$ cat src/hw/fao_pkg.sv
// Constants, types and register map of the frequency arrival and logic output block
// Operation
// - Accelerating: overreach A sets once frequency exceeds accel threshold A (0-590.00 Hz).
// - Decelerating: overreach A clears once frequency falls below decel threshold A.
// - Overreach B behaves identically with its own accel and decel thresholds.
// - Terminal code 02 carries overreach A, code 24 carries overreach B.
// - Accelerating: arrival A asserts when frequency reaches accel threshold A.
// - Decelerating: arrival A asserts when frequency reaches decel threshold A.
// - Arrival B behaves the same using the B threshold pair.
// - Terminal code 06 carries arrival A, code 25 carries arrival B.
// - Zero-speed flag set below zero-speed level (0-100.00 Hz); terminal code 21.
// - Zero-speed flag always set while frequency is zero, even with a zero-speed level of 0.
// - With encoder feedback, zero-speed uses measured motor speed instead.
// - Three combiners, two operands each; operator 00 AND, 01 OR, 02 XOR.
// - Operand codes 00 to 62 allowed, except 33 to 35 and 63.
// - No combiner result may be an operand of a combiner.
// - Terminal codes 33, 34, 35 carry combiner results 1, 2, 3.
// - Three output terminals, each with its own function-code selector.
package fao_pkg;

   // Frequencies in 0.01 Hz units
   localparam int FREQ_W = 16;
   localparam logic [15:0] FREQ_MAX = 16'hE678;      // 590.00 Hz
   localparam logic [15:0] ZERO_LEVEL_MAX = 16'h2710; // 100.00 Hz
   localparam int CODE_W = 6;
   localparam int NUM_CODES = 64;

   // Function codes
   localparam logic [5:0] CODE_OVER_A = 6'h02;
   localparam logic [5:0] CODE_ARRIVE_A = 6'h06;
   localparam logic [5:0] CODE_ZERO = 6'h15;
   localparam logic [5:0] CODE_OVER_B = 6'h18;
   localparam logic [5:0] CODE_ARRIVE_B = 6'h19;
   localparam logic [5:0] CODE_COMB1 = 6'h21;
   localparam logic [5:0] CODE_COMB3 = 6'h23;
   localparam logic [5:0] CODE_NONE = 6'h3F;

   // Combiner operators
   localparam logic [1:0] OP_AND = 2'h0;
   localparam logic [1:0] OP_OR = 2'h1;
   localparam logic [1:0] OP_XOR = 2'h2;

   // Register byte offsets
   localparam logic [7:0] REG_ACCEL_A = 8'h00;
   localparam logic [7:0] REG_DECEL_A = 8'h04;
   localparam logic [7:0] REG_ACCEL_B = 8'h08;
   localparam logic [7:0] REG_DECEL_B = 8'h0C;
   localparam logic [7:0] REG_ZERO_LEVEL = 8'h10;
   localparam logic [7:0] REG_ARRIVE_TOL = 8'h14;
   localparam logic [7:0] REG_TERM_SEL = 8'h18;
   localparam logic [7:0] REG_COMB1 = 8'h1C;
   localparam logic [7:0] REG_COMB2 = 8'h20;
   localparam logic [7:0] REG_COMB3 = 8'h24;
   localparam logic [7:0] REG_CTRL = 8'h28;
   localparam logic [7:0] REG_FLAGS = 8'h2C;
   localparam logic [7:0] REG_IRQ_STATUS = 8'h30;
   localparam logic [7:0] REG_IRQ_MASK = 8'h34;

   // Field positions
   localparam int TERM1_LSB = 0;
   localparam int TERM2_LSB = 8;
   localparam int TERM3_LSB = 16;
   localparam int OPA_LSB = 0;
   localparam int OPB_LSB = 8;
   localparam int OPER_LSB = 16;
   localparam int CTRL_ENC_BIT = 0;
   localparam int NUM_EVT = 5;

   // Reset values
   localparam logic [15:0] RST_THRESHOLD = 16'h0000;
   localparam logic [15:0] RST_ZERO_LEVEL = 16'h0000;
   localparam logic [15:0] RST_ARRIVE_TOL = 16'h0032; // 0.50 Hz
   localparam logic [5:0] RST_TERM_SEL = 6'h3F;
   localparam logic [5:0] RST_OPERAND = 6'h00;
   localparam logic [1:0] RST_OPERATOR = 2'h0;

   typedef struct packed {
      logic [5:0] opa;
      logic [5:0] opb;
      logic [1:0] oper;
   } fao_comb_t;

   typedef struct packed {
      logic [15:0] accel_a;
      logic [15:0] decel_a;
      logic [15:0] accel_b;
      logic [15:0] decel_b;
      logic [15:0] zero_level;
      logic [15:0] arrive_tol;
      logic [5:0] term1;
      logic [5:0] term2;
      logic [5:0] term3;
      fao_comb_t comb1;
      fao_comb_t comb2;
      fao_comb_t comb3;
      logic enc_en;
   } fao_cfg_t;

   // Flag bit order in status and interrupt registers
   typedef struct packed {
      logic zero_speed;
      logic arrival_b;
      logic arrival_a;
      logic overreach_b;
      logic overreach_a;
   } fao_flags_t;

endpackage

$ cat src/hw/fao_top.sv
// Frequency arrival flags, logic combiners and terminal selectors with APB registers
`timescale 1ns/1ps
module fao_top
   import fao_pkg::*;
(
   // Clock and reset
   input wire logic mclk_in,
   input wire logic rst_n_in,
   // APB slave
   input wire logic psel_in,
   input wire logic penable_in,
   input wire logic pwrite_in,
   input wire logic [7:0] paddr_in,
   input wire logic [31:0] pwdata_in,
   output logic [31:0] prdata_out,
   output logic pready_out,
   output logic pslverr_out,
   // Drive state
   input wire logic [15:0] out_freq_in,
   input wire logic [15:0] motor_speed_in,
   input wire logic accelerating_in,
   input wire logic decelerating_in,
   input wire logic [63:0] other_signals_in,
   // Terminals and interrupt
   output logic [2:0] terminal_out,
   output logic irq_out
);

   // ==========================================
   // Reset synchroniser
   logic rst_meta_q;
   logic rst_sync_q;

   always_ff @(posedge mclk_in or negedge rst_n_in) begin
      if (!rst_n_in) begin
         rst_meta_q <= 1'b0;
         rst_sync_q <= 1'b0;
      end else begin
         rst_meta_q <= 1'b1;
         rst_sync_q <= rst_meta_q;
      end
   end

   // ==========================================
   // Flag logic
   fao_cfg_t cfg_q;
   fao_flags_t flags_q;
   fao_flags_t flags_d;
   logic [15:0] zero_ref_freq;
   logic [16:0] diff_acc_a;
   logic [16:0] diff_dec_a;
   logic [16:0] diff_acc_b;
   logic [16:0] diff_dec_b;

   function automatic logic [16:0] absdiff(input logic [15:0] a, input logic [15:0] b);
      logic [16:0] r;
      r = (a >= b) ? {1'b0, a - b} : {1'b0, b - a};
      return r;
   endfunction

   always_comb begin
      flags_d = flags_q;
      diff_acc_a = absdiff(out_freq_in, cfg_q.accel_a);
      diff_dec_a = absdiff(out_freq_in, cfg_q.decel_a);
      diff_acc_b = absdiff(out_freq_in, cfg_q.accel_b);
      diff_dec_b = absdiff(out_freq_in, cfg_q.decel_b);
      // Overreach: set on accel above, clear on decel below, else hold
      if (accelerating_in && (out_freq_in > cfg_q.accel_a)) begin
         flags_d.overreach_a = 1'b1;
      end else if (decelerating_in && (out_freq_in < cfg_q.decel_a)) begin
         flags_d.overreach_a = 1'b0;
      end
      if (accelerating_in && (out_freq_in > cfg_q.accel_b)) begin
         flags_d.overreach_b = 1'b1;
      end else if (decelerating_in && (out_freq_in < cfg_q.decel_b)) begin
         flags_d.overreach_b = 1'b0;
      end
      // Arrival: within tolerance band of the active threshold only
      if (accelerating_in) begin
         flags_d.arrival_a = (diff_acc_a <= {1'b0, cfg_q.arrive_tol});
         flags_d.arrival_b = (diff_acc_b <= {1'b0, cfg_q.arrive_tol});
      end else if (decelerating_in) begin
         flags_d.arrival_a = (diff_dec_a <= {1'b0, cfg_q.arrive_tol});
         flags_d.arrival_b = (diff_dec_b <= {1'b0, cfg_q.arrive_tol});
      end else begin
         flags_d.arrival_a = 1'b0;
         flags_d.arrival_b = 1'b0;
      end
      zero_ref_freq = cfg_q.enc_en ? motor_speed_in : out_freq_in;
      flags_d.zero_speed = (zero_ref_freq < cfg_q.zero_level) ||
                           (zero_ref_freq == 16'h0000);
   end

   always_ff @(posedge mclk_in or negedge rst_sync_q) begin
      if (!rst_sync_q) begin
         flags_q <= '0;
      end else begin
         flags_q <= flags_d;
      end
   end

   // ==========================================
   // Signal map, combiners and terminal selection
   logic [63:0] base_sig;
   logic [63:0] all_sig;
   logic [2:0] comb_res;
   fao_comb_t combs [3];
   logic [2:0] terminal_d;
   logic [2:0] terminal_q;

   always_comb begin
      // Combiner result codes are forced low here so they never feed a combiner
      base_sig = other_signals_in;
      base_sig[CODE_OVER_A] = flags_q.overreach_a;
      base_sig[CODE_OVER_B] = flags_q.overreach_b;
      base_sig[CODE_ARRIVE_A] = flags_q.arrival_a;
      base_sig[CODE_ARRIVE_B] = flags_q.arrival_b;
      base_sig[CODE_ZERO] = flags_q.zero_speed;
      base_sig[CODE_COMB1] = 1'b0;
      base_sig[CODE_COMB1 + 6'h01] = 1'b0;
      base_sig[CODE_COMB3] = 1'b0;
      base_sig[CODE_NONE] = 1'b0;
      combs[0] = cfg_q.comb1;
      combs[1] = cfg_q.comb2;
      combs[2] = cfg_q.comb3;
      for (int i = 0; i < 3; i++) begin
         unique case (combs[i].oper)
            OP_AND: comb_res[i] = base_sig[combs[i].opa] & base_sig[combs[i].opb];
            OP_OR: comb_res[i] = base_sig[combs[i].opa] | base_sig[combs[i].opb];
            OP_XOR: comb_res[i] = base_sig[combs[i].opa] ^ base_sig[combs[i].opb];
            default: comb_res[i] = 1'b0;
         endcase
      end
      all_sig = base_sig;
      all_sig[CODE_COMB1] = comb_res[0];
      all_sig[CODE_COMB1 + 6'h01] = comb_res[1];
      all_sig[CODE_COMB3] = comb_res[2];
      terminal_d[0] = all_sig[cfg_q.term1];
      terminal_d[1] = all_sig[cfg_q.term2];
      terminal_d[2] = all_sig[cfg_q.term3];
   end

   always_ff @(posedge mclk_in or negedge rst_sync_q) begin
      if (!rst_sync_q) begin
         terminal_q <= '0;
      end else begin
         terminal_q <= terminal_d;
      end
   end

   // ==========================================
   // APB register file
   fao_cfg_t cfg_d;
   fao_flags_t irq_stat_q;
   fao_flags_t irq_stat_d;
   fao_flags_t irq_mask_q;
   fao_flags_t irq_mask_d;
   fao_flags_t rise;
   logic irq_d;
   logic irq_q;
   logic [31:0] prdata_d;
   logic [31:0] prdata_q;
   logic pready_d;
   logic pready_q;
   logic err_d;
   logic err_q;
   logic setup;
   logic wr_en;
   logic [15:0] wfreq;
   fao_comb_t wcomb;

   function automatic logic operand_ok(input logic [5:0] c);
      return !((c >= CODE_COMB1) && (c <= CODE_COMB3)) && (c != CODE_NONE);
   endfunction

   function automatic logic [31:0] comb_word(input fao_comb_t c);
      logic [31:0] w;
      w = '0;
      w[OPA_LSB +: CODE_W] = c.opa;
      w[OPB_LSB +: CODE_W] = c.opb;
      w[OPER_LSB +: 2] = c.oper;
      return w;
   endfunction

   always_comb begin
      setup = psel_in && !penable_in;
      wfreq = pwdata_in[15:0];
      wcomb.opa = pwdata_in[OPA_LSB +: CODE_W];
      wcomb.opb = pwdata_in[OPB_LSB +: CODE_W];
      wcomb.oper = pwdata_in[OPER_LSB +: 2];
      // Read data and error decided in the setup cycle
      prdata_d = prdata_q;
      err_d = err_q;
      pready_d = setup;
      if (setup) begin
         prdata_d = '0;
         err_d = 1'b0;
         unique case (paddr_in)
            REG_ACCEL_A: prdata_d[15:0] = cfg_q.accel_a;
            REG_DECEL_A: prdata_d[15:0] = cfg_q.decel_a;
            REG_ACCEL_B: prdata_d[15:0] = cfg_q.accel_b;
            REG_DECEL_B: prdata_d[15:0] = cfg_q.decel_b;
            REG_ZERO_LEVEL: prdata_d[15:0] = cfg_q.zero_level;
            REG_ARRIVE_TOL: prdata_d[15:0] = cfg_q.arrive_tol;
            REG_TERM_SEL: begin
               prdata_d[TERM1_LSB +: CODE_W] = cfg_q.term1;
               prdata_d[TERM2_LSB +: CODE_W] = cfg_q.term2;
               prdata_d[TERM3_LSB +: CODE_W] = cfg_q.term3;
            end
            REG_COMB1: prdata_d = comb_word(cfg_q.comb1);
            REG_COMB2: prdata_d = comb_word(cfg_q.comb2);
            REG_COMB3: prdata_d = comb_word(cfg_q.comb3);
            REG_CTRL: prdata_d[CTRL_ENC_BIT] = cfg_q.enc_en;
            REG_FLAGS: prdata_d[NUM_EVT-1:0] = flags_q;
            REG_IRQ_STATUS: prdata_d[NUM_EVT-1:0] = irq_stat_q;
            REG_IRQ_MASK: prdata_d[NUM_EVT-1:0] = irq_mask_q;
            default: err_d = 1'b1;
         endcase
         // Out-of-range settings are refused with an error and not stored
         if (pwrite_in) begin
            unique case (paddr_in)
               REG_ACCEL_A, REG_DECEL_A, REG_ACCEL_B, REG_DECEL_B:
                  err_d = (wfreq > FREQ_MAX);
               REG_ZERO_LEVEL: err_d = (wfreq > ZERO_LEVEL_MAX);
               REG_COMB1, REG_COMB2, REG_COMB3:
                  err_d = !operand_ok(wcomb.opa) || !operand_ok(wcomb.opb) ||
                          (wcomb.oper > OP_XOR);
               REG_FLAGS: err_d = 1'b1;
               default: ;
            endcase
         end
      end
      wr_en = psel_in && penable_in && pwrite_in && pready_q && !err_q;
      // Configuration updates
      cfg_d = cfg_q;
      irq_mask_d = irq_mask_q;
      if (wr_en) begin
         unique case (paddr_in)
            REG_ACCEL_A: cfg_d.accel_a = wfreq;
            REG_DECEL_A: cfg_d.decel_a = wfreq;
            REG_ACCEL_B: cfg_d.accel_b = wfreq;
            REG_DECEL_B: cfg_d.decel_b = wfreq;
            REG_ZERO_LEVEL: cfg_d.zero_level = wfreq;
            REG_ARRIVE_TOL: cfg_d.arrive_tol = wfreq;
            REG_TERM_SEL: begin
               cfg_d.term1 = pwdata_in[TERM1_LSB +: CODE_W];
               cfg_d.term2 = pwdata_in[TERM2_LSB +: CODE_W];
               cfg_d.term3 = pwdata_in[TERM3_LSB +: CODE_W];
            end
            REG_COMB1: cfg_d.comb1 = wcomb;
            REG_COMB2: cfg_d.comb2 = wcomb;
            REG_COMB3: cfg_d.comb3 = wcomb;
            REG_CTRL: cfg_d.enc_en = pwdata_in[CTRL_ENC_BIT];
            REG_IRQ_MASK: irq_mask_d = pwdata_in[NUM_EVT-1:0];
            default: ;
         endcase
      end
      // Sticky events on rising flags; a set in the clear cycle wins
      rise = flags_d & ~flags_q;
      irq_stat_d = irq_stat_q;
      if (wr_en && (paddr_in == REG_IRQ_STATUS)) begin
         irq_stat_d = irq_stat_q & ~pwdata_in[NUM_EVT-1:0];
      end
      irq_stat_d = irq_stat_d | rise;
      irq_d = |(irq_stat_d & irq_mask_d);
   end

   always_ff @(posedge mclk_in or negedge rst_sync_q) begin
      if (!rst_sync_q) begin
         cfg_q.accel_a <= RST_THRESHOLD;
         cfg_q.decel_a <= RST_THRESHOLD;
         cfg_q.accel_b <= RST_THRESHOLD;
         cfg_q.decel_b <= RST_THRESHOLD;
         cfg_q.zero_level <= RST_ZERO_LEVEL;
         cfg_q.arrive_tol <= RST_ARRIVE_TOL;
         cfg_q.term1 <= RST_TERM_SEL;
         cfg_q.term2 <= RST_TERM_SEL;
         cfg_q.term3 <= RST_TERM_SEL;
         cfg_q.comb1 <= '{RST_OPERAND, RST_OPERAND, RST_OPERATOR};
         cfg_q.comb2 <= '{RST_OPERAND, RST_OPERAND, RST_OPERATOR};
         cfg_q.comb3 <= '{RST_OPERAND, RST_OPERAND, RST_OPERATOR};
         cfg_q.enc_en <= 1'b0;
         irq_stat_q <= '0;
         irq_mask_q <= '0;
         irq_q <= 1'b0;
         prdata_q <= '0;
         pready_q <= 1'b0;
         err_q <= 1'b0;
      end else begin
         cfg_q <= cfg_d;
         irq_stat_q <= irq_stat_d;
         irq_mask_q <= irq_mask_d;
         irq_q <= irq_d;
         prdata_q <= prdata_d;
         pready_q <= pready_d;
         err_q <= err_d;
      end
   end

   // ==========================================
   // Outputs
   assign prdata_out = prdata_q;
   assign pready_out = pready_q;
   assign pslverr_out = err_q;
   assign terminal_out = terminal_q;
   assign irq_out = irq_q;

endmodule

$ cat config.mk
export PLATFORM = sky130hd
export DESIGN_NAME = fao_top
export DESIGN_NICKNAME = d
export VERILOG_FILES = /design/src/hw/fao_pkg.sv /design/src/hw/fao_top.sv
export SDC_FILE = /design/constraint.sdc
export NUM_CORES = 1
export LEC_CHECK = 0
export ABC_CLOCK_PERIOD_IN_PS = 7380
export BUFFER_PORTS_ARGS = -buffer_cell sky130_fd_sc_hd__buf_2
export CAP_MARGIN = 15
export CELL_PAD_IN_SITES_DETAIL_PLACEMENT = 1
export CELL_PAD_IN_SITES_GLOBAL_PLACEMENT = 1
export CORE_ASPECT_RATIO = 1.2
export CORE_MARGIN = 1
export CORE_UTILIZATION = 38
export DETAILED_ROUTE_END_ITERATION = 6
export GPL_ROUTABILITY_DRIVEN = 0
export PLACE_DENSITY = 0.79
export SLEW_MARGIN = 20
export SYNTH_ARGS = -nofsm -noshare
export SYNTH_HDL_FRONTEND = slang
export SYNTH_SLANG_ARGS = --single-unit
$ cat constraint.sdc
create_clock -name mclk_in -period 7.38 [get_ports mclk_in]
set_input_delay 1.476 -clock mclk_in [delete_from_list [all_inputs] [get_ports mclk_in]]
set_output_delay 1.476 -clock mclk_in [all_outputs]
set_load 0.005 [all_outputs]
==> run summary, run 1 <==
Vias in the first global route = 20634
Stages on worst setup path = 24
Fin Setup TNS = 0 ps
Cell breakdown of the critical path = buf_2 -> inv_1 -> ha_1 -> inv_1 -> fa_1 -> a21oi_1 -> a21o_1 -> nand3_1 -> a21boi_4 -> buf_4 -> mux2_2 -> a31o_2 -> a21boi_0 -> o21ai_0 -> xor2_1 -> ha_1 -> nand4_1 -> or2_2 -> nor4_1 -> nor2_1 -> o21ai_0 -> nand2_1 -> o21ai_0 -> a21o_1
Hold WC Path Type = reg2async
Met3 WL = 8380 um
Most frequent cell after synthesis = ha_1
DR vias = 19859
Area delta synth->final = 9.53%
DRC viols = 6
Asr flop ratio synth = 100%
Die extent in x = 219 um
Met2 wire length = 39900 um
Avg WL per Cell = 29.7 um
CTS root buffer = clkbuf_16
DR iter-0 viols = 2416
Clock latency on the worst-skew pair = 530 ps
CTS max path bufs = 3
Final Critical Period = 6640 ps
Global-route usage over all layers = 30.2%
FF-to-FF setup slack = 1520 ps
Critical path's top delay family = compound AO/OA/AOI/OAI gates
Reg2reg path depth = 20
# H-tree levels = 1
Pre-CTS setup slack = 299 ps
CP Launch Type = input pin
Nets = 2575
Sequential area share after synthesis = 23.8%
Worst-path clk slew = 60 ps
PortBufs = 151
R2r startpoint = cfg_q[104]$_DFFE_PN0P_
Remaining global-route overflow = 0
Pre-Repair DR Iteration Count = 7
Synth Register Bits = 202
Final Hold Fails = 0
Top post-synthesis cells by count = ha_1, dfrtp_1, mux2_2, inv_1, mux4_2
CP endpoint = irq_out$_DFF_PN0_
# resized after CTS = 0
Yosys top cell by area = dfrtp_1
Hold Worst Slack = 305 ps
Post-CTS Hold Buffers = 0
DRT antenna net count = 0
Post-Route WL = 87600 um
Fmax = 0.151 GHz
Io pins = 181
Die area = 57200 sq um
# Max-Cap Violations = 0
RSZ-0062 raised after global routing = no
Die span in y = 262 um
Area share of the largest cell type after synthesis = 21.2%
Sink Count = 202
Yosys warns = 0
Post-Syn Area per Cell = 9.93 sq um
Status = finished with violations
Pleak = 9.99 nW
Data required time of the worst path = 7830 ps
VDD IR max = 0.000123 V
Crit Reg-Reg Endpoint = irq_out$_DFF_PN0_
Largest net degree at the start of global routing = 166
Worst setup margin = 736 ps
CP max FO = 16
CP max stage delay = 400 ps
Prevailing post-synth register cell = dfrtp_1
Vias/cell = 6.73
Initial Utilization = 38.8%
Initial antenna violation count = 7
Failing checks = design-rule violations
Number of synthesized flops with an enable pin = 0
CP startpoint = out_freq_in[0]
Final setup fails = 0
Slew Limit Headroom = 23.6%
Core area = 55200 sq um
CP Data Arrival Time = 7090 ps
Power Dens Cells = 133 nW/um^2
HPWL Detailed = 65600 um
Total CTS buffers = 22
Post-Syn Instances = 2153
Yosys cell types = 85
Crit share post-route = 90.0%
Clock Skew = 13.5 ps
Row cnt = 94
Worst path bufs/invs = 4
Top Layer Used = met5
Final number of max-transition violations = 0
Cell mode on critical path = o21ai_0
Worst setup EP type = flip-flop
Ratio of cells with drive above 1 in the final layout = 26.0%
DRT met1 WL = 32400 um
First-pass GRT wire length = 130000 um
CTS tree = built
CP Class = in2reg
Post-route cell area = 23400 sq um
Slowest cell on the critical path = a21boi_4
Post-CTS setup buffers = 0
Syn Std Cell Area = 21400 sq um
Worst-Margin Slew = 1140 ps
Area contributors post-synth = dfrtp_1, mux4_2, ha_1
Dpl cell area = 22600 sq um
layout by cell type, fill, tap and decap left out, types with 21 or more instances in the layout:
master | synthesis | layout
ha_1 | 209 | 209
mux2_2 | 181 | 181
dfrtp_1 | 181 | 180
inv_1 | 159 | 159
buf_2 | 32 | 151
mux4_2 | 138 | 138
nand2_1 | 134 | 134
a21oi_1 | 125 | 125
o21ai_0 | 102 | 102
mux2i_1 | 81 | 81
nor2_1 | 80 | 80
a21o_1 | 70 | 70
a22oi_1 | 54 | 54
nand3_1 | 49 | 49
a221oi_1 | 36 | 36
nand4_1 | 30 | 30
xnor2_1 | 29 | 29
a31oi_1 | 28 | 28
buf_4 | 10 | 26
xor2_1 | 25 | 25
clkbuf_16 | 0 | 22
dfstp_2 | 21 | 21
state kept, by name, indices dropped and copies added (netlist names):
signal	cells
irq_stat_q	5
rst_meta_q	1
prdata_out	22
pslverr_out	1
cfg_q	157
terminal_out	3
pready_out	1
irq_mask_q	5
all_sig	5
rst_sync_q	1
irq_out	1
per-layer routing:
metal / global-route usage (%) / vias up
met1: 36.7 / 9920
met2: 47.6 / 1235
met4: 19.4 / 8
li1: - / 8240
met3: 7.74 / 456
met5: 0.667 / -
stage by stage:
step                      power (W)  instances  util, %
after floorplan             0.00162       2162        -
after global placement      0.00185       2911     41.0
after detailed placement    0.00189       2911     41.0
after CTS                   0.00310       2951     42.4
after global routing        0.00322       2951     42.4
final                       0.00312       2953     42.5
worst min-delay path by stage:
stage                         startpoint                    endpoint  slack [ps]  cells after the start
floorplan           rst_meta_q$_DFF_PN0_        rst_sync_q$_DFF_PN0_         330                      0
global placement    rst_sync_q$_DFF_PN0_  prdata_out[12]$_DFFE_PN0P_         310                      0
detailed placement  rst_sync_q$_DFF_PN0_  prdata_out[12]$_DFFE_PN0P_         320                      0
CTS                 rst_sync_q$_DFF_PN0_  prdata_out[12]$_DFFE_PN0P_         330                      0
global route        rst_sync_q$_DFF_PN0_   terminal_out[1]$_DFF_PN0_         360                      0
finish              rst_sync_q$_DFF_PN0_  prdata_out[12]$_DFFE_PN0P_         300                      0
area by class of cell:
| cell class | instances | area [sq um] |
|---|---|---|
| fill | 6243 | 31700 |
| multi-input combinational | 1652 | 15100 |
| sequential | 202 | 5080 |
| timing repair buffer | 178 | 971 |
| tap | 720 | 901 |
| clock buffer | 27 | 599 |
| inverter | 159 | 597 |
| clock inverter | 13 | 183 |
| antenna | 2 | 5.00 |
power breakdown:
part | switching, W | leakage [nW] | internal (W) | total, W
combinational | 0.000457 | 6.93 | 0.000297 | 0.000755
clock | 0.000488 | 0.387 | 0.000722 | 0.00121
sequential | 0.0000327 | 2.68 | 0.00112 | 0.00115
logic make-up after synthesis:
logic type / Yosys count / share of synthesized area (%)
buf+inv: 308 / 5.88
other cells: 2 / 0.0351
xor+xnor: 54 / 2.21
simple gates: 412 / 9.55
compound gates: 558 / 17.7
mux: 400 / 27.9
fa+ha+maj: 217 / 13.0
flops: 202 / 23.8
Power figures use the tool's default switching activity.
==> inputs of run 2 (changes only) <==
ABC_AREA = 1   (was not set)
ABC_CLOCK_PERIOD_IN_PS = 6700   (was 7380)
BUFFER_PORTS_ARGS = not set   (was -buffer_cell sky130_fd_sc_hd__buf_2)
DONT_BUFFER_PORTS = 1   (was not set)
PLACE_DENSITY = 0.81   (was 0.79)
clock period = 6.7 ns   (was 7.38 ns; I/O delays follow)
==> run 2 against run 1 <==
  * The run now ends clean
  * Synthesized area grew 6.6%
  * First-iteration DRC count up 7.2%
  * Worst setup slack improved by 610 ps
  * Sequential power grew 9.6%
  * Critical path depth is 4 higher
  * Synthesized cell count is 65% higher
  * Cell area is 2.3% higher
  * Routed wire length increased by 26%
  * Power up 8.9%
  * Combinational power fell by 1%
  * Global-route usage increased by 5.8 points
  * Largest cell class unchanged
==> run summary, run 2 <==
Slew Limit Headroom = 31.2%
Most common cell after layout, fill and taps aside = nand2_1
Final number of max-transition violations = 0
Prevailing post-synth register cell = dfrtp_1
Final Critical Period = 5360 ps
Pre-CTS setup slack = 1020 ps
Synth Register Bits = 202
Data required time of the worst path = 7130 ps
CTS root buffer = clkbuf_16
Max reg flops = 157
Vias/cell = 6.17
Io pins = 181
RSZ-0062 raised after global routing = no
VDD IR max = 0.000170 V
Area delta synth->final = 5.13%
Area contributors post-synth = dfrtp_1, nand2_1, o21ai_0
Avg WL per Cell = 26.1 um
PortBufs = 0
Worst setup EP type = flip-flop
Fillers = 7882
CTS max path bufs = 3
Nets = 3791
Post-Syn Area per Cell = 6.42 sq um
Post-CTS Hold Buffers = 0
DR iter-0 viols = 2590
Sequential area share after synthesis = 22.3%
CP Data Arrival Time = 5780 ps
DRT antenna net count = 0
Ratio of cells with drive above 1 in the final layout = 4.38%
Fmax = 0.187 GHz
First-pass GRT wire length = 165000 um
Core area = 58900 sq um
Sink Count = 202
HPWL Detailed = 85200 um
Vias in the first global route = 26254
Pleak = 10.8 nW
Status = completed
Row cnt = 97
Reg with most FFs = cfg_q
Hold WC Path Type = reg2reg
Post-Route WL = 111000 um
DRC viols = 0
Initial antenna violation count = 2
Post-Syn Instances = 3547
Final setup fails = 0
Top post-synthesis cells by count = nand2_1, o21ai_0, inv_1, a21oi_1, ha_1
Most frequent cell after synthesis = nand2_1
Cell mode on critical path = nand2_1
DR vias = 26166
CP max FO = 21
Area share of the largest cell type after synthesis = 19.9%
Worst-Margin Slew = 1030 ps
Asr flop ratio synth = 100%
Number of synthesized flops with an enable pin = 0
Die area = 61000 sq um
Fin Setup TNS = 0 ps
Clock Skew = 16.2 ps
Power Dens Cells = 142 nW/um^2
Pre-Repair DR Iteration Count = 7
# H-tree levels = 1
Crit share post-route = 80.0%
Slowest cell on the critical path = nor3_1
Worst-path clk slew = 70 ps
Yosys cell types = 59
Total CTS buffers = 25
Most frequent cells in the layout = nand2_1, o21ai_0, inv_1, a21oi_1, ha_1
Initial Utilization = 38.7%
Largest net degree at the start of global routing = 75
# resized after CTS = 0
Clock latency on the worst-skew pair = 570 ps
Final Hold Fails = 0
CP Launch Type = input pin
Syn Std Cell Area = 22800 sq um
Worst setup margin = 1340 ps
# Max-Cap Violations = 0
Die span in y = 270 um
Sequential Area = 5090 sq um
CP max stage delay = 470 ps
Post-CTS setup buffers = 0
CTS tree = built
Die extent in x = 226 um
Area of the multi-input gates = 15100 sq um
Yosys top cell by area = dfrtp_1
Yosys warns = 0
Remaining global-route overflow = 0
CP Class = in2reg
Global-route usage over all layers = 36.0%
## run 2: worst paths after layout
check | start | endpoint | slack, ps | cells past startpoint
min reg2reg | rst_meta_q$_DFF_PN0_ | rst_sync_q$_DFF_PN0_ | 350 | 0
min in group asynchronous | rst_sync_q$_DFF_PN0_ | prdata_out[0]$_DFFE_PN0P_ | 420 | 0
max | out_freq_in[0] | irq_out$_DFF_PN0_ | 1340 | 28
min | rst_meta_q$_DFF_PN0_ | rst_sync_q$_DFF_PN0_ | 350 | 0
max reg2reg | cfg_q[154]$_DFFE_PN0P_ | irq_out$_DFF_PN0_ | 2000 | 24
max in group asynchronous | rst_sync_q$_DFF_PN0_ | cfg_q[17]$_DFFE_PN0P_ | 4680 | 1
## run 2: kinds of logic (layout without fill, tap and decap cells)
group | Yosys count | count (layout) | share of synthesized area, %
buffers and inverters | 656 | 547 | 11.5
AO/OA/AOI/OAI | 1144 | 1144 | 28.1
multiplexers | 1 | 1 | 0.0439
other | 2 | 12 | 0.0330
adder cells (fa/ha/maj) | 217 | 217 | 12.2
flip-flops | 202 | 202 | 22.3
AND/OR/NAND/NOR | 1251 | 1251 | 22.9
XOR/XNOR | 74 | 74 | 2.84
## run 2: layer usage
metal  routed length (um)  vias up  global-route usage (%)
li1                     -    11690                       -
met1                40000    12589                    41.0
met2                48400     1396                    55.8
met3                10900      489                    9.12
met4                11500        2                    31.5
met5                   11        -                       0
## run 2: per-stage QoR
| step | instances | total power [W] | hold WS (ps) | utilization (%) | cell area (sq um) |
|---|---|---|---|---|---|
| after floorplan | 3556 | 0.00178 | 331 | - | 22800 |
| after global placement | 4196 | 0.00198 | 336 | 39.3 | 23100 |
| after detailed placement | 4196 | 0.00200 | 337 | 39.3 | 23100 |
| after CTS | 4239 | 0.00337 | 352 | 40.7 | 23900 |
| after global routing | 4239 | 0.00351 | 362 | 40.7 | 24000 |
| final | 4240 | 0.00339 | 350 | 40.7 | 24000 |
## run 2: layout make-up
| cell class | count | area share, % |
|---|---|---|
| Clock buffer | 31 | 2.87 |
| Tap cell | 792 | 4.14 |
| Clock inverter | 12 | 0.507 |
| Sequential cell | 202 | 21.2 |
| Multi-Input combinational cell | 2698 | 63.1 |
| Antenna cell | 1 | 0.0104 |
| Inverter | 490 | 7.69 |
| Timing Repair Buffer | 14 | 0.439 |
## run 2: report_power, final
part           leakage [nW]  internal, W  switching (W)
Sequential             2.69      0.00123      0.0000293
Combinational          7.76     0.000231       0.000514
Clock                 0.390     0.000776       0.000613
Total                  10.8      0.00224        0.00116
## run 2: worst max-delay path: cells and delay by family
family / cells / cell delay [ps]
AOI/OAI and AO/OA: 1 / 260
and+or+nand+nor: 19 / 2260
adders and majority gates: 3 / 940
buffers and inverters: 4 / 800
xor gates and xnor gates: 1 / 170
==> inputs of run 3 (changes only) <==
ABC_CLOCK_PERIOD_IN_PS = 5000   (was 6700)
clock period = 5 ns   (was 6.7 ns; I/O delays follow)
==> run 3 against run 2 <==
  * Routed wire length down 0.99%
  * Clock power up 30%
  * Combinational power up 38%
  * Global-route usage down 0.61 points
  * Highest routed layer unchanged
==> run summary, run 3 (synthesis gave the netlist of run 2 again) <==
DR vias = 26113
Crit share post-route = 89.7%
PortBufs = 0
# H-tree levels = 1
CP Class = in2reg
Initial Utilization = 38.7%
CTS root buffer = clkbuf_16
CP max FO = 15
Nets = 3840
Worst setup EP type = flip-flop
Pleak = 11.1 nW
CTS max path bufs = 3
Clock latency on the worst-skew pair = 530 ps
Slew Limit Headroom = 30.4%
Initial antenna violation count = 5
CP Data Arrival Time = 4880 ps
Post-CTS Hold Buffers = 0
Final Critical Period = 4490 ps
HPWL Detailed = 85000 um
Clock Skew = 8.44 ps
Pre-Repair DR Iteration Count = 5
Reg with most FFs = cfg_q
Pwr Total = 0.00452 W
CP Launch Type = input pin
Vias in the first global route = 26028
Area delta synth->final = 6.85%
Status = completed
Post-Route WL = 110000 um
Avg WL per Cell = 25.6 um
Hold WC Path Type = in2async
Core area = 58900 sq um
Die area = 61000 sq um
Post-CTS setup buffers = 0
Worst-Margin Slew = 1040 ps
Ratio of cells with drive above 1 in the final layout = 5.49%
Power Dens Cells = 186 nW/um^2
Row cnt = 97
Max reg flops = 157
Final Hold Fails = 0
DRC viols = 0
Die extent in x = 226 um
# Max-Cap Violations = 0
Die span in y = 270 um
Largest net degree at the start of global routing = 155
Final number of max-transition violations = 0
Final setup fails = 0
CTS tree = built
Total CTS buffers = 23
Global-route usage over all layers = 35.4%
Worst-path clk slew = 60 ps
Fin Setup TNS = 0 ps
# resized after CTS = 0
Sink Count = 202
Data required time of the worst path = 5400 ps
Fmax = 0.223 GHz
DR iter-0 viols = 2463
DRT antenna net count = 0
Most common cell after layout, fill and taps aside = nand2_1
VDD IR max = 0.000204 V
Remaining global-route overflow = 0
Vias/cell = 6.09
Most frequent cells in the layout = nand2_1, o21ai_0, inv_1, a21oi_1, ha_1
Io pins = 181
RSZ-0062 raised after global routing = no
First-pass GRT wire length = 161000 um
==> run 3: report_power, final <==
part / internal [W] / total, W / switching, W
Combinational: 0.000336 / 0.00103 / 0.000693
Sequential: 0.00165 / 0.00168 / 0.0000296
Clock: 0.00109 / 0.00181 / 0.000727
==> run 3: through the flow <==
stage               setup slack (ps)  hold slack [ps]  area (sq um)  instances  util [%]
floorplan                       1090              331         22800       3556         -
global placement                 258              336         23500       4246      40.0
detailed placement               155              339         23500       4246      40.0
CTS                              707              142         24300       4287      41.3
global route                     379              147         24300       4288      41.4
finish                           514              158         24300       4290      41.4
==> run 3: routing by layer <==
| metal | global-route usage (%) | vias up | wire length, um |
|---|---|---|---|
| met5 | 0 | - | 35 |
| met4 | 31.1 | 4 | 11400 |
| met3 | 8.17 | 431 | 10400 |
| met2 | 55.1 | 1316 | 47500 |
| met1 | 40.5 | 12575 | 40400 |
| li1 | - | 11787 | - |
==> run 3: path summary, 6_finish.rpt <==
kind	endpoint	from	slack, ps	cells past startpoint
worst max-delay path	irq_out$_DFF_PN0_	out_freq_in[14]	510	25
worst min-delay path	rst_sync_q$_DFF_PN0_	rst_n_in	160	0
worst max register to register	irq_out$_DFF_PN0_	cfg_q[127]$_DFFE_PN0P_	780	27
worst min register to register	rst_sync_q$_DFF_PN0_	rst_meta_q$_DFF_PN0_	350	0
max in group asynchronous	cfg_q[93]$_DFFE_PN0P_	rst_sync_q$_DFF_PN0_	3250	1
min in group mclk_in	rst_sync_q$_DFF_PN0_	rst_meta_q$_DFF_PN0_	350	0
==> run 3: cell type report <==
cell class                 count  area (sq um)
tap                          792           991
clock inverter                 7           109
clock buffer                  34           677
inverter                     490          1840
timing repair buffer          65           526
antenna                        2          5.00
sequential                   202          5080
multi-input combinational   2698         15100
fill                        7823         34500
==> run 3: worst max-delay path, cell delays in order <==
cell and delay [ps]:
inv_1 400, ha_1 360, inv_2 70, nor3_2 260, nand2_1 120, nor2_1 170
nand3b_2 180, buf_4 260, nand2_1 80, o21ai_1 80, nor2_1 70, xor2_1 170
ha_1 300, nand4_1 100, nor3_1 200, buf_4 170, nand2_1 50, nand2_1 50
nand2_1 50, nand2_1 50, nand2_1 170, nand2_1 150, nand2_1 80, a21oi_1 160
nand3_1 120
